===== src/inc/irq_dma_pkg.sv =====
// constants, field layout and carrier types for the interrupt status and dma burst block
package irq_dma_pkg;

    ////////////////////////////////////////////////////////////////////////////////
    // register bus
    localparam int          ADDR_W          = 12;
    localparam int          DATA_W          = 32;
    localparam logic [11:0] STATUS_OFFSET   = 12'h218;
    localparam logic [11:0] MASK_OFFSET     = 12'h21c;
    localparam logic [11:0] BURST_OFFSET    = 12'h264;

    ////////////////////////////////////////////////////////////////////////////////
    // interrupt status layout
    localparam logic [31:0] STATUS_RESET    = 32'h00000000;
    localparam logic [31:0] STATUS_VALID    = 32'h03fffdff;
    localparam logic [31:0] MASK_RESET      = 32'h03fffdff;
    localparam int          BIT_BUS_RESET   = 0;
    localparam int          BIT_SOF         = 1;
    localparam int          BIT_PSEUDO_FRAME_TICK_FLAG        = 2;
    localparam int          BIT_SUSPEND     = 3;
    localparam int          BIT_RESUME      = 4;
    localparam int          BIT_HS_CHANGE   = 5;
    localparam int          BIT_DMA         = 6;
    localparam int          BIT_VBUS        = 7;
    localparam int          BIT_EP0_SETUP   = 8;
    localparam int          BIT_EP_BASE     = 10;
    localparam int          NUM_EP          = 8;

    ////////////////////////////////////////////////////////////////////////////////
    // burst length layout
    localparam int          BURST_W         = 13;
    localparam logic [12:0] BURST_RESET     = 13'h0004;
    localparam logic [12:0] BYTES_BUS16     = 13'h0002;
    localparam logic [12:0] BYTES_BUS32     = 13'h0004;
    localparam int          DMA_REASON_W    = 16;

    ////////////////////////////////////////////////////////////////////////////////
    // pseudo frame tick timing
    localparam int          CLK_FREQ_MHZ    = 25;
    localparam int          PSEUDO_FRAME_TICK_FLAG_FS_US      = 1000;
    localparam int          PSEUDO_FRAME_TICK_FLAG_HS_US      = 125;
    localparam int          PSEUDO_FRAME_TICK_FLAG_FS_CYCLES  = PSEUDO_FRAME_TICK_FLAG_FS_US * CLK_FREQ_MHZ;
    localparam int          PSEUDO_FRAME_TICK_FLAG_HS_CYCLES  = PSEUDO_FRAME_TICK_FLAG_HS_US * CLK_FREQ_MHZ;
    localparam int          TICK_CNT_W      = 16;

    ////////////////////////////////////////////////////////////////////////////////
    // carriers
    typedef struct packed {
        logic [7:0] epTx;        // endpoint_tx_flag events, endpoint 7 down to 0
        logic [7:0] epRx;        // endpoint_rx_flag events
        logic       epZeroSetup;
        logic       vbusRise;
        logic       resume;
        logic       suspend;
        logic       sof;
        logic       busReset;
    } usb_events_t;

    typedef struct packed {
        logic [31:0] status;
        logic [31:0] mask;
        logic [12:0] burst;
        logic [31:0] rdData;
        logic        intOut;
        logic        highSpeedPrev;
        logic [15:0] dmaReasonPrev;
    } irq_state_t;

    typedef struct packed {
        logic [15:0] cnt;
        logic        tick;
    } tick_state_t;

    typedef struct packed {
        logic [12:0] byteCnt;
        logic        req;
    } pace_state_t;

endpackage


===== src/pseudo_frame_ticker.sv =====
// free running pseudo frame tick, period chosen by bus speed
`timescale 1ns/10ps
module pseudo_frame_ticker
    import irq_dma_pkg::*;
#(
    parameter logic [15:0] FS_CYCLES = 16'(PSEUDO_FRAME_TICK_FLAG_FS_CYCLES),
    parameter logic [15:0] HS_CYCLES = 16'(PSEUDO_FRAME_TICK_FLAG_HS_CYCLES)
) (
    input  wire logic clk,
    input  wire logic rst_n,
    input  wire logic clkEn,
    input  wire logic highSpeed,
    output logic      tick
);

    tick_state_t stateReg;
    tick_state_t stateNext;
    logic [15:0] periodLast;

    ////////////////////////////////////////////////////////////////////////////////
    // count to the period for the present speed, not locked to bus frames
    always_comb begin
        stateNext  = stateReg;
        periodLast = highSpeed ? HS_CYCLES - 16'h0001 : FS_CYCLES - 16'h0001;
        stateNext.tick = 1'b0;
        if (stateReg.cnt >= periodLast) begin
            stateNext.cnt  = 16'h0000;
            stateNext.tick = 1'b1;
        end else begin
            stateNext.cnt = stateReg.cnt + 16'h0001;
        end
    end

    // state register with clock enable
    always_ff @(posedge clk) begin
        if (!rst_n) begin
            stateReg <= '0;
        end else if (clkEn) begin
            stateReg <= stateNext;
        end
    end

    assign tick = stateReg.tick;

endmodule


===== src/dma_request_pacer.sv =====
// paces the dma request line by the programmed burst length
`timescale 1ns/10ps
module dma_request_pacer
    import irq_dma_pkg::*;
(
    input  wire logic        clk,
    input  wire logic        rst_n,
    input  wire logic        clkEn,
    input  wire logic        dmaPending,
    input  wire logic        dmaCycleDone,
    input  wire logic        busWide32,
    input  wire logic        busReset,
    input  wire logic [12:0] burstLength,
    output logic             dmaRequest
);

    pace_state_t stateReg;
    pace_state_t stateNext;
    logic [13:0] bytesAfter;

    ////////////////////////////////////////////////////////////////////////////////
    // count bytes moved; drop the request for one cycle at each burst end
    always_comb begin
        stateNext  = stateReg;
        bytesAfter = {1'b0, stateReg.byteCnt}
                   + {1'b0, (busWide32 ? BYTES_BUS32 : BYTES_BUS16)};
        if (busReset) begin
            stateNext = '0;
        end else if (stateReg.req) begin
            if (dmaCycleDone) begin
                if (bytesAfter >= {1'b0, burstLength}) begin
                    stateNext.req     = 1'b0;
                    stateNext.byteCnt = 13'h0000;
                end else begin
                    stateNext.byteCnt = bytesAfter[12:0];
                end
            end else if (!dmaPending) begin
                // a burst cut short must not leave its bytes for the next one
                stateNext.req     = 1'b0;
                stateNext.byteCnt = 13'h0000;
            end
        end else begin
            stateNext.req = dmaPending;
        end
    end

    // state register with clock enable
    always_ff @(posedge clk) begin
        if (!rst_n) begin
            stateReg <= '0;
        end else if (clkEn) begin
            stateReg <= stateNext;
        end
    end

    assign dmaRequest = stateReg.req;

endmodule


===== src/peripheral_irq_and_dma_burst.sv =====
// peripheral interrupt status register, mask, burst length and dma request pacing
`timescale 1ns/10ps
module peripheral_irq_and_dma_burst
    import irq_dma_pkg::*;
#(
    parameter logic [15:0] PSEUDO_FRAME_TICK_FLAG_FS_COUNT = 16'(PSEUDO_FRAME_TICK_FLAG_FS_CYCLES)
) (
    input  wire logic                    clk,
    input  wire logic                    rst_n,
    input  wire logic                    clkEn,
    // register port
    input  wire logic [ADDR_W-1:0]       regAddr,
    input  wire logic [DATA_W-1:0]       regWrData,
    input  wire logic                    regWr,
    input  wire logic                    regRd,
    output logic      [DATA_W-1:0]       regRdData,
    // usb core events, one cycle pulses on this clock
    input  wire usb_events_t             usbEvents,
    input  wire logic                    highSpeed,
    input  wire logic [DMA_REASON_W-1:0] dmaReason,
    // dma transfer side
    input  wire logic                    dmaPending,
    input  wire logic                    dmaCycleDone,
    input  wire logic                    busWide32,
    output logic                         dmaRequest,
    // interrupt
    output logic                         interruptOut
);

    irq_state_t  stateReg;
    irq_state_t  stateNext;
    logic        pseudoTick;
    logic [31:0] eventVector;
    logic [31:0] clearVector;
    logic        statusWrite;
    logic        maskWrite;
    logic        burstWrite;

    ////////////////////////////////////////////////////////////////////////////////
    // helpers

    // true when the strobe is present and the address hits the offset
    function automatic logic reg_hit(input logic strobe,
                                     input logic [ADDR_W-1:0] addr,
                                     input logic [ADDR_W-1:0] offset);
        reg_hit = strobe && (addr == offset);
    endfunction

    // places every hardware event at its status bit position
    function automatic logic [31:0] build_events(input usb_events_t ev,
                                                 input logic pseudo_frame_tick_flag,
                                                 input logic hsEntry,
                                                 input logic dmaChange);
        logic [31:0] v;
        v = 32'h00000000;
        for (int i = 0; i < NUM_EP; i++) begin
            v[BIT_EP_BASE + 2*i]     = ev.epRx[i];
            v[BIT_EP_BASE + 2*i + 1] = ev.epTx[i];
        end
        v[BIT_EP0_SETUP] = ev.epZeroSetup;
        v[BIT_VBUS]      = ev.vbusRise;
        v[BIT_DMA]       = dmaChange;
        v[BIT_HS_CHANGE] = hsEntry;
        v[BIT_RESUME]    = ev.resume;
        v[BIT_SUSPEND]   = ev.suspend;
        v[BIT_PSEUDO_FRAME_TICK_FLAG]      = pseudo_frame_tick_flag;
        v[BIT_SOF]       = ev.sof;
        v[BIT_BUS_RESET] = ev.busReset;
        build_events = v & STATUS_VALID;
    endfunction

    ////////////////////////////////////////////////////////////////////////////////
    // pseudo frame tick source
    pseudo_frame_ticker #(
        .FS_CYCLES (PSEUDO_FRAME_TICK_FLAG_FS_COUNT),
        .HS_CYCLES (16'(PSEUDO_FRAME_TICK_FLAG_HS_CYCLES))
    ) ticker (
        .clk       (clk),
        .rst_n     (rst_n),
        .clkEn     (clkEn),
        .highSpeed (highSpeed),
        .tick      (pseudoTick)
    );

    ////////////////////////////////////////////////////////////////////////////////
    // dma request pacing by the burst length register
    dma_request_pacer pacer (
        .clk          (clk),
        .rst_n        (rst_n),
        .clkEn        (clkEn),
        .dmaPending   (dmaPending),
        .dmaCycleDone (dmaCycleDone),
        .busWide32    (busWide32),
        .busReset     (usbEvents.busReset),
        .burstLength  (stateReg.burst),
        .dmaRequest   (dmaRequest)
    );

    ////////////////////////////////////////////////////////////////////////////////
    // address decode and event gathering
    always_comb begin
        statusWrite = reg_hit(regWr, regAddr, STATUS_OFFSET);
        maskWrite   = reg_hit(regWr, regAddr, MASK_OFFSET);
        burstWrite  = reg_hit(regWr, regAddr, BURST_OFFSET);
        clearVector = statusWrite ? (regWrData & STATUS_VALID) : 32'h00000000;
        eventVector = build_events(usbEvents,
                                   pseudoTick,
                                   highSpeed && !stateReg.highSpeedPrev,
                                   dmaReason != stateReg.dmaReasonPrev);
    end

    ////////////////////////////////////////////////////////////////////////////////
    // next state: status, mask, burst, read data and interrupt level
    always_comb begin
        stateNext = stateReg;

        // edge trackers for speed change and dma reason content
        stateNext.highSpeedPrev = highSpeed;
        stateNext.dmaReasonPrev = dmaReason;

        // write one clears; a new event in the same cycle still sets the bit
        stateNext.status = (stateReg.status & ~clearVector) | eventVector;

        // bus reset leaves only its own flag standing
        if (usbEvents.busReset) begin
            stateNext.status = 32'h00000001 << BIT_BUS_RESET;
        end

        // mask of the same layout, unused bits kept at zero
        if (maskWrite) begin
            stateNext.mask = regWrData & STATUS_VALID;
        end

        // burst length: 13 stored bits, reserved bits not kept
        if (usbEvents.busReset) begin
            stateNext.burst = BURST_RESET;
        end else if (burstWrite) begin
            stateNext.burst = regWrData[BURST_W-1:0];
        end

        // read data valid the cycle after the read strobe only
        stateNext.rdData = 32'h00000000;
        if (regRd) begin
            case (regAddr)
                STATUS_OFFSET: begin
                    stateNext.rdData = stateReg.status;
                end
                MASK_OFFSET: begin
                    stateNext.rdData = stateReg.mask;
                end
                BURST_OFFSET: begin
                    stateNext.rdData = {19'h00000, stateReg.burst};
                end
                default: begin
                    stateNext.rdData = 32'h00000000;
                end
            endcase
        end

        // level interrupt while any unmasked status bit is set
        stateNext.intOut = |(stateNext.status & stateNext.mask);
    end

    ////////////////////////////////////////////////////////////////////////////////
    // state register with synchronous reset and clock enable
    always_ff @(posedge clk) begin
        if (!rst_n) begin
            stateReg.status        <= STATUS_RESET;
            stateReg.mask          <= MASK_RESET;
            stateReg.burst         <= BURST_RESET;
            stateReg.rdData        <= 32'h00000000;
            stateReg.intOut        <= 1'b0;
            stateReg.highSpeedPrev <= 1'b0;
            stateReg.dmaReasonPrev <= 16'h0000;
        end else if (clkEn) begin
            stateReg <= stateNext;
        end
    end

    // outputs straight from flip-flops
    assign regRdData    = stateReg.rdData;
    assign interruptOut = stateReg.intOut;

endmodule


===== config.mk =====
export PLATFORM = sky130hd
export DESIGN_NAME = peripheral_irq_and_dma_burst
export DESIGN_NICKNAME = d
export VERILOG_FILES = /design/src/inc/irq_dma_pkg.sv /design/src/pseudo_frame_ticker.sv /design/src/dma_request_pacer.sv /design/src/peripheral_irq_and_dma_burst.sv
export SDC_FILE = /design/constraint.sdc
export NUM_CORES = 1
export LEC_CHECK = 0
export ABC_AREA = 1
export BUFFER_PORTS_ARGS = -buffer_cell sky130_fd_sc_hd__clkbuf_2
export CORE_UTILIZATION = 55
export CTS_CLUSTER_SIZE = 25
export DETAILED_ROUTE_END_ITERATION = 10
export HOLD_SLACK_MARGIN = 0.15
export PLACE_DENSITY = 0.77
export REMOVE_ABC_BUFFERS = 1
export SLEW_MARGIN = 10
export SYNTH_ARGS = -nofsm -noshare
export SYNTH_HDL_FRONTEND = slang
export SYNTH_HIERARCHICAL = 1
export SYNTH_SLANG_ARGS = --single-unit

===== constraint.sdc =====
create_clock -name clk -period 3.4 [get_ports clk]
set_input_delay 0.34 -clock clk [delete_from_list [all_inputs] [get_ports clk]]
set_output_delay 0.34 -clock clk [all_outputs]
set_load 0.02 [all_outputs]

## Yosys cells after proc, flatten, opt, wreduce, memory -nomap -nowiden

Cells that the tools add are included.
Widths: inputs -> output; s select.

| word-level totals | value |
|---|---|
| word-level logic and storage cells | 52 |
| flip-flop bits (word level) | 158 |
| input port bits | 91 |
| output and inout bits | 34 |

| operators by class | value |
|---|---|
| order comparisons | 2 |
| add/sub/neg operators | 2 |
| bitwise gates (word level) | 4 |
| reduce and logical (&&, ||, !) cells | 10 |
| equal/unequal tests | 5 |
| multiplexer cells | 18 |

Operators with widths:

| operator | count |
|---|---|
| $mux 32 | 3 |
| $pmux 32 s3 | 1 |
| $and 32x32->32 | 2 |
| $mux 13 | 4 |
| $mux 14 | 3 |
| $eq 12x10->1 const B | 3 |
| $not 26->32 | 1 |
| $or 32x26->32 | 1 |
| $reduce_or 32->1 | 1 |
| $mux 26 | 1 |
| $add 16x1->16 const B | 1 |
| $ge 16x16->1 | 1 |
| $mux 16 | 1 |
| $ne 16x16->1 | 1 |
| $mux 15 | 1 |
| $add 13x13->14 | 1 |
| $ge 14x13->1 | 1 |
| $logic_and 1x1->1 | 4 |
| $reduce_bool 2->1 | 2 |
| $mux 1 | 3 |
| $mux 3 | 1 |
| $ne 3x2->1 const B | 1 |
| $reduce_and 3->1 | 1 |
| $reduce_and 2->1 | 1 |
| $logic_not 1->1 | 1 |

## Logic depth before layout (Yosys ltp)

Gate-level depths: netlist of run 1.

| logic depth | value |
|---|---|
| word-level depth | 9 |
| mapped depth | 18 |
| mapped depth without buffers | 18 |

## Modules after synthesis

The synthesis of run 1 kept the hierarchy.

Modules (own cells, without submodules):

| module | cells an instance | instances | seq. area each (um^2) | area each (um^2) |
|---|---|---|---|---|
| peripheral_irq_and_dma_burst | 994 | 1 | 2542.4 | 6641.4 |
| dma_request_pacer | 169 | 1 | 260.2 | 1162.4 |
| pseudo_frame_ticker | 149 | 1 | 340.3 | 1058.5 |

## Worst setup path after synthesis of run 1

Ideal clock, no wire load.

| timing path | value |
|---|---|
| kind | input -> register |
| start point | in busWide32 |
| end point | reg pacer/stateReg[8] in the netlist's numbering |
| arrival time | 2.488 ns |
| required time | 3.330 ns |
| stages on the path | 15 |
| path slack | 0.843 ns |
| path buffers | 1 |
| library setup time | 0.070 ns |
| cell sequence | inv_1 > ha_1 > fa_1 > and3_4 > nand3_2 > xor2_1 > inv_1 > ha_1 > a21o_1 > a21oi_1 > nand2_1 > nand2_1 > buf_2 > nand4_1 > a21oi_1 |

| on the way | value |
|---|---|
| cells in the longest elaborated chain, start to end | 7 |

Ends and longest elaborated chain:

| element | RTL line | text |
|---|---|---|
| from (decl) | peripheral_irq_and_dma_burst.sv:24 | `input wire logic busWide32,` |
| $mux 3 * | dma_request_pacer.sv:26 | `+ {1'b0, (busWide32 ? BYTES_BUS32 : BYTES_BUS16)};` |
| $add 13x13->14 * | dma_request_pacer.sv:26 |  |
| $ge 14x13->1 | dma_request_pacer.sv:31 | `if (bytesAfter >= {1'b0, burstLength}) begin` |
| $mux 13 * | dma_request_pacer.sv:31 |  |
| $mux 14 * | dma_request_pacer.sv:30 | `if (dmaCycleDone) begin` |
| $mux 13 * | dma_request_pacer.sv:29 | `end else if (stateReg.req) begin` |
| $mux 14 * | dma_request_pacer.sv:27 | `if (busReset) begin` |
| to (signal assigned) | dma_request_pacer.sv:52 | `stateReg <= stateNext;` |
| to (decl) | dma_request_pacer.sv:17 | `pace_state_t stateReg;` |

Mark *: on every way between the ends. The rest lies on a longest branch, timed or not. The select of a mux whose other input is x is not followed.
A chain may end at the register's enable or synchronous reset.

## Worst setup path in the final report of run 1

| timing path | value |
|---|---|
| start point | reg pacer/stateReg[2] in the netlist's numbering |
| end point | reg pacer/stateReg[2] in the netlist's numbering |

| on the way | value |
|---|---|
| cells in the longest elaborated chain, start to end | 6 |

Ends and longest elaborated chain:

| element | RTL line |
|---|---|
| $add 13x13->14 * | dma_request_pacer.sv:26 |
| $ge 14x13->1 | dma_request_pacer.sv:31 |
| $mux 13 * | dma_request_pacer.sv:31 |
| $mux 14 * | dma_request_pacer.sv:30 |
| $mux 13 * | dma_request_pacer.sv:29 |
| $mux 14 * | dma_request_pacer.sv:27 |

Marks and branches as above.

==> results of run 1 <==
timing repair:
item	CTS	global route
endpoints found under the setup margin	0	0
hold buffers	1	0
endpoints found under the hold margin	1	0
synthesized netlist by cell type, drive strengths merged (2+ instances only):
master / instances
nand2: 390
inv: 175
dfxtp: 157
a21oi: 118
nor2: 81
o21ai: 74
buf: 58
nand3: 57
nand4: 44
clkbuf: 37
ha: 24
xor2: 16
o22ai: 15
a211oi: 14
nor3: 14
o211ai: 14
xnor2: 11
a21o: 3
clkinv: 3
a31oi: 2
kinds of logic (layout without fill, tap and decap cells):
group           after synthesis  count (layout)  synth area share, %
mux                           1               1                0.113
fa+ha+maj                    25              25                 3.61
xor+xnor                     27              27                 2.75
buf+inv                     273             347                 13.8
flops                       157             157                 35.5
compound gates              241             241                 15.2
simple gates                588             588                 29.0
sequential cells by signal, indices dropped and copies added, names as in the netlist:
name              flops
ticker/tick           1
interruptOut          1
pacer/stateReg       12
ticker/stateReg      16
regRdData            32
pacer/dmaRequest      1
stateReg             94
final cells by class:
cell class                 instances  share of cell area (%)
multi-input combinational        882                    45.2
sequential                       157                    31.6
timing repair buffer             137                    7.53
inverter                         178                    6.72
clock buffer                      19                    4.56
tap                              216                    2.72
clock inverter                    13                    1.65
metal layers:
layer | track usage, % | part of all wire, % | vias up
met1 | 37.7 | 44 | 3908
met5 | 0 | 0 | -
met3 | 5.65 | 7.4 | 36
met2 | 47.9 | 47 | 341
met4 | 10.8 | 1.8 | 0
li1 | - | - | 4314
stage by stage:
stage                     worst slack (ns)  area [µm²]  total power [W]  utilization (%)
after floorplan                      0.797        8310          0.00218                -
after global placement               0.407        9320          0.00235             58.9
after detailed placement             0.351        9320          0.00236             58.9
after CTS                            0.554        9940          0.00434             62.8
after global routing                 0.278        9940          0.00448             62.8
final                                0.502        9940          0.00432             62.8
report_power, final:
part | total, W | switching [W] | leakage [nW] | internal (W)
sequential | 0.00192 | 0.0000317 | 1.28 | 0.00189
combinational | 0.000407 | 0.000265 | 3.15 | 0.000142
clock | 0.00199 | 0.000796 | 0.288 | 0.00119
tightest hold or removal path: cells and delay by family:
family	cells	cell delay (ns)
buffers and inverters	2	0.15
AOI/OAI and AO/OA	1	0.06
worst max path at each step:
stage                       from                end  slack [ns]  depth (start not counted)
2_1_floorplan          busWide32   pacer/dmaRequest        0.80                         17
3_3_place_gp           busWide32   pacer/dmaRequest        0.41                         18
3_5_place_dp           busWide32   pacer/dmaRequest        0.35                         19
4_1_cts        pacer/stateReg[2]   pacer/dmaRequest        0.55                         17
5_1_grt        pacer/stateReg[2]   pacer/dmaRequest        0.28                         17
6_report       pacer/stateReg[2]  pacer/stateReg[2]        0.50                         15
==> key figures, run 1 <==
Status
  • Outcome: finished clean

Clocking
  • TritonCTS clock tree: built
  • Max clock buf depth: 2
  • CTS Buf Count: 17
  • Clock root cell: clkbuf_16
  • Post-CTS sizing: 0
  • CTS sink count: approximately 160
  • Setup bufs post-CTS: 0
  • Worst skew pair latency: 0.43 ns
  • CTS clk-pin slew, worst paths: roughly 0.060 ns
  • H-tree level count: 4

STA
  • Hold Vio Cnt, Final: 0
  • Final hold slack: approximately 0.16 ns
  • Worst Tran Pin Value: about 0.89 ns
  • Clock Skews: 0.00675 ns
  • Crit path time final: ~2.9 ns
  • Final Max Slew Viols: 0
  • Setup_tns: 0 ns
  • Slew HR: ~40%
  • Final setup vio count: 0
  • Period utilization: about 85%
  • RSZ-0062 raised after global routing: no
  • Max Clk Rate: about 350 MHz

Logic synthesis
  • Synth top area share: 35.5%
  • Dominant cell type by area after synthesis: dfxtp_1
  • Post-Syn Instances: 1312
  • Post-synth EDFFs: 0
  • Library cells used by synthesis: between 40 and 50
  • Synth area leaders: dfxtp_1 35%, nand2_1 16%, inv_1 7.0%
  • Sequential fraction of the synthesis area: between 30% and 40%
  • Mapped cell area: 8860 µm²
  • Yosys warns: 6
  • Ys async rst share: 0%
  • Seq cells post-synth: around 160
  • Ys flop type: dfxtp_1
  • Mean area per synthesized cell: 6.75 µm²

Floorplanning
  • Io pins: about 130
  • Die width: ~130 µm
  • Floorplan row count: 46
  • Initial Util: 56.0%
  • Die height: 129 µm
  • Die area: roughly 17000 µm²
  • Core area: roughly 16000 µm²

Worst setup path
  • Critical Path Sink Type: flop
  • RR Startpoint: pacer/stateReg[2]
  • Worst reg-to-reg path cell count: 15
  • CP Max Fanout: 13
  • Top cell family by delay on the critical path: simple AND/OR/NAND/NOR gates
  • Arrival time worst endpoint: between 3 and 4 ns
  • Worst setup SP type: flop
  • WP buf/inv: 1
  • CP required: approximately 3.8 ns
  • Critical Path Slowest Stage Cell: fa_1
  • Capture point of the worst reg-to-reg path: pacer/stateReg[2]
  • CP peak stage delay: between 0.4 and 0.5 ns
  • Critical path class: reg2reg
  • Flop-to-flop setup slack: 0.50 ns
  • CP dominant cell by count: nand2_1
  • Cell Chain, Critical Path: ha_1 -> fa_1 -> and3_4 -> nand2_1 -> xnor2_1 -> ha_1 -> nand2_1 -> inv_1 -> nand2_1 -> nand2_1 -> a21oi_1 -> nand2_1 -> nand2_1 -> nand4_1 -> a21oi_1

Routing
  • Detailed-route DRC error count: 0
  • Antenna Violating Nets Remaining: 0
  • Post-DR wirelength/cell: ~14 µm
  • Number of detailed-route iterations in the first pass: 6
  • Starting DRT DRC Count: 663
  • Routed via count: between 8000 and 9000
  • Vias/cell: about 5.4
  • WL final: around 23 mm

Layout
  • Reg area: ~3100 µm²
  • Most common cell after layout, fill and taps aside: nand2_1
  • Fill cell count: about 1500
  • Share of layout cells above drive strength 1: 16.0%
  • Nets: about 1500
  • Post-Layout Cell Count: ~1600
  • Antenna cells: 0
  • Most frequent cells in the layout: 377 x nand2_1, 165 x inv_1, 157 x dfxtp_1
  • Multi-input gate area: between 4000 and 5000 µm²
  • Synth-to-layout area growth: 12.2%

Worst hold path
  • Hold_sp: dmaReason[13]
  • Worst hold path depth: 3
  • Hold EP: stateReg[13]
  • Min-delay worst type: in2reg

Placed design
  • PortBufs: 118
  • Placer Congestion: 0.855
  • Inst Count DP: approximately 1600
  • HPWL after DPL: about 16 mm

GRT
  • Antenna violations before repair: 0
  • Total gr overflow: 0
  • Overall Global Routing Usage: ~29%
  • Vias in the first global route: 7806
  • First-pass GRT wire length: 37.8 mm
  • Largest net degree at the start of global routing: 61

Job
  • Max_cap viols: 0

Power and ir drop
  • Power density over the cells: between 400 and 500 nW/µm²
  • Maximum VDD drop: around 0.41 mV
  • Static leakage: roughly 4.7 nW
Note: power is estimated with default switching activity, not from simulation.
==> run 2: changes to the inputs <==
- ABC_AREA: 1 -> unset
==> run 2 against run 1 <==
  * Combinational power fell by 21%
  * Wire length fell by 11%
  * The run now ends with design-rule violations left
  * First-iteration DRC count fell by 28%
  * Clock power fell by 6%
  * Global-route usage fell by 2.4 points
  * Register-to-register slack got worse by 0.19 ns
  * Maximum frequency fell by 6.1%
  * Via count fell by 17%
  * Non-clock buffer count rose by 9
==> key figures, run 2 <==
Status
  • Outcome: finished, violations left
  • Failing checks: design-rule violations

STA
  • Worst Tran Pin Value: 0.743 ns (-0.147 ns)
  • Period utilization: 90.8% (+5.6 points)
  • Final Max Slew Viols: 0 (unchanged)
  • Final setup vio count: 0 (unchanged)
  • Crit path time final: 3.09 ns (+0.190 ns)
  • Max Clk Rate: 324 MHz (-6.1%)
  • Clock Skews: 0.0110 ns (+0.00428 ns)
  • Setup_tns: 0 ns (unchanged)
  • RSZ-0062 raised after global routing: no
  • Final hold slack: 0.161 ns (-0.000833 ns)
  • Slew HR: 50.4% (+10 points)
  • Hold Vio Cnt, Final: 0 (unchanged)

Clocking
  • H-tree level count: 4 (unchanged)
  • Setup bufs post-CTS: 0 (unchanged)
  • CTS Buf Count: 17 (unchanged)
  • Post-CTS sizing: 0 (unchanged)
  • TritonCTS clock tree: built
  • Worst skew pair latency: 0.43 ns (about the same)
  • Clock root cell: clkbuf_16
  • CTS sink count: 157 (unchanged)
  • CTS clk-pin slew, worst paths: 0.06 ns (about the same)
  • Max clock buf depth: 2 (unchanged)

Worst hold path
  • Min-delay worst type: in2reg

Logic synthesis
  • Yosys warns: 6 (unchanged)
  • Synth top area share: 37.5% (+2.0 points)
  • Ys async rst share: 0% (unchanged)
  • Mean area per synthesized cell: 8.67 µm² (+28%)
  • Mapped cell area: 8380 µm² (-5.4%)
  • Most frequent cell after synthesis: dfxtp_1
  • Ys flop type: dfxtp_1
  • Post-Syn Instances: 967 (-26%)
  • Seq cells post-synth: 157 (unchanged)
  • Dominant cell type by area after synthesis: dfxtp_1
  • Post-synth EDFFs: 0 (unchanged)
  • Synth area leaders: dfxtp_1 37%, nor2b_1 6.6%, mux2i_1 4.8%
  • Library cells used by synthesis: 65 (+51%)
  • Top cells by count, synth: 157 x dfxtp_1, 106 x nand2_1, 89 x nor2b_1
  • Sequential fraction of the synthesis area: 37.5% (+2.0 points)

Layout
  • Max reg flops: 94 (unchanged)
  • Largest Register: stateReg
  • Most common cell after layout, fill and taps aside: dfxtp_1
  • Most frequent cells in the layout: 157 x dfxtp_1, 117 x clkbuf_2, 106 x nand2_1
  • Fill cell count: 1258 (-15%)
  • Share of layout cells above drive strength 1: 19.8% (+3.7 points)
  • Synth-to-layout area growth: 13.6%
  • Nets: 1158 (-22%)
  • Post-Layout Cell Count: 1237 (-23%)
  • Antenna cells: 0 (unchanged)

Worst setup path
  • CP required: 3.75 ns (about the same)
  • CP Max Fanout: 12 (-1)
  • Critical Path Sink Type: flop
  • Critical path class: reg2reg
  • Worst setup SP type: flop
  • Arrival time worst endpoint: 3.44 ns (+0.18 ns)

GRT
  • First-pass GRT wire length: 33.8 mm (-11%)
  • Vias in the first global route: 7030 (-9.9%)
  • Antenna violations before repair: 0 (unchanged)
  • Total gr overflow: 0 (unchanged)
  • Largest net degree at the start of global routing: 75 (+23%)
  • Overall Global Routing Usage: 26.6% (-2.4 points)

Floorplanning
  • Io pins: 125 (unchanged)
  • Die area: 15700 µm² (-5.3%)
  • Floorplan row count: 44 (-4.3%)
  • Core area: 14700 µm² (-7.1%)
  • Die height: 125 µm (-2.7%)
  • Initial Util: 57.0% (+1.0 points)
  • Die width: 125 µm (-2.7%)

Placed design
  • Placer Congestion: 0.832 (-2.7%)
  • PortBufs: 118 (unchanged)
  • HPWL after DPL: 14.0 mm (-9.9%)
  • Inst Count DP: 1204 (-23%)

Routing
  • Post-DR wirelength/cell: 16.6 µm (+15%)
  • Vias/cell: 5.80 (+8.0%)
  • Number of detailed-route iterations in the first pass: 8 (+2)
  • Detailed-route DRC error count: 4 (+4)
  • Routed via count: 7171 (-17%)
  • WL final: 20.5 mm (-11%)
  • Starting DRT DRC Count: 480 (-28%)
  • Antenna Violating Nets Remaining: 0 (unchanged)

Power and ir drop
  • Static leakage: 3.96 nW (-16%)
  • Power density over the cells: 429 nW/µm² (-1.4%)
  • Maximum VDD drop: 0.351 mV (-15%)

Job
  • Max_cap viols: 0 (unchanged)
[run 2: timing repair]
| action | 4_1_cts | 5_1_grt |
|---|---|---|
| endpoints found under the setup margin | 0 | 0 |
| hold buffers | 3 | 0 |
| endpoints found under the hold margin | 3 | 0 |
[run 2: logic make-up after synthesis]
logic type                 share of synthesized area (%)
AOI/OAI and AO/OA                                   18.2
muxes                                               5.13
DFF                                                 37.5
adders and majority gates                           3.82
xor gates and xnor gates                            4.07
buffers and inverters                               7.61
and+or+nand+nor                                     23.7
[run 2: stage by stage]
step | cell area [µm²] | power, W | utilization (%) | worst slack (ns)
after floorplan | 7880 | 0.00208 | - | -1.02
after detailed placement | 8920 | 0.00224 | 60.7 | 0.0818
after global routing | 9520 | 0.00422 | 64.8 | 0.0372
after global placement | 8920 | 0.00224 | 60.7 | 0.160
after CTS | 9520 | 0.00411 | 64.8 | 0.305
final | 9520 | 0.00408 | 64.8 | 0.312
[run 2: path summary, 6_finish.rpt]
kind	startpoint	cells after the start	end	slack, ns
setup / recovery	pacer/stateReg[2]	13	pacer/stateReg[7]	0.31
hold / removal	regWrData[19]	3	stateReg[82]	0.16
setup reg to reg	pacer/stateReg[2]	13	pacer/stateReg[7]	0.31
hold reg to reg	pacer/stateReg[2]	2	pacer/stateReg[2]	0.47
[run 2: worst max-delay path, stage by stage, from the launching register on]
cell and delay (ns):
dfxtp_1 0.31, ha_1 0.20, fa_1 0.41, nand3_1 0.16
buf_4 0.15, nor2b_1 0.05, xnor2_1 0.24, inv_1 0.08
ha_1 0.31, and4_1 0.20, nand4_1 0.10, a31oi_1 0.07
or4_4 0.56, o21ai_0 0.17
[run 2: per-layer routing]
layer / part of all wire (%) / vias up / global-route usage [%]
li1: - / 3547 / -
met1: 46 / 3381 / 33.8
met2: 47 / 217 / 44.7
met3: 5.4 / 26 / 5.35
met4: 1.6 / 0 / 9.90
met5: 0 / - / 0
[run 2: cell type report]
cell class	count	area (µm²)	share of cell area, %
Multi-Input combinational cell	684	4630	48.6
Sequential cell	157	3140	33.0
Clock inverter	10	116	1.22
Inverter	36	135	1.42
Tap cell	184	230	2.42
Clock buffer	20	457	4.80
Timing Repair Buffer	146	811	8.51
[run 2: power breakdown]
group / leakage [nW] / switching, W / internal (W)
Clock: 0.278 / 0.000758 / 0.00111
Sequential: 1.27 / 0.0000223 / 0.00187
Combinational: 2.41 / 0.000179 / 0.000142
Total: 3.96 / 0.000959 / 0.00312
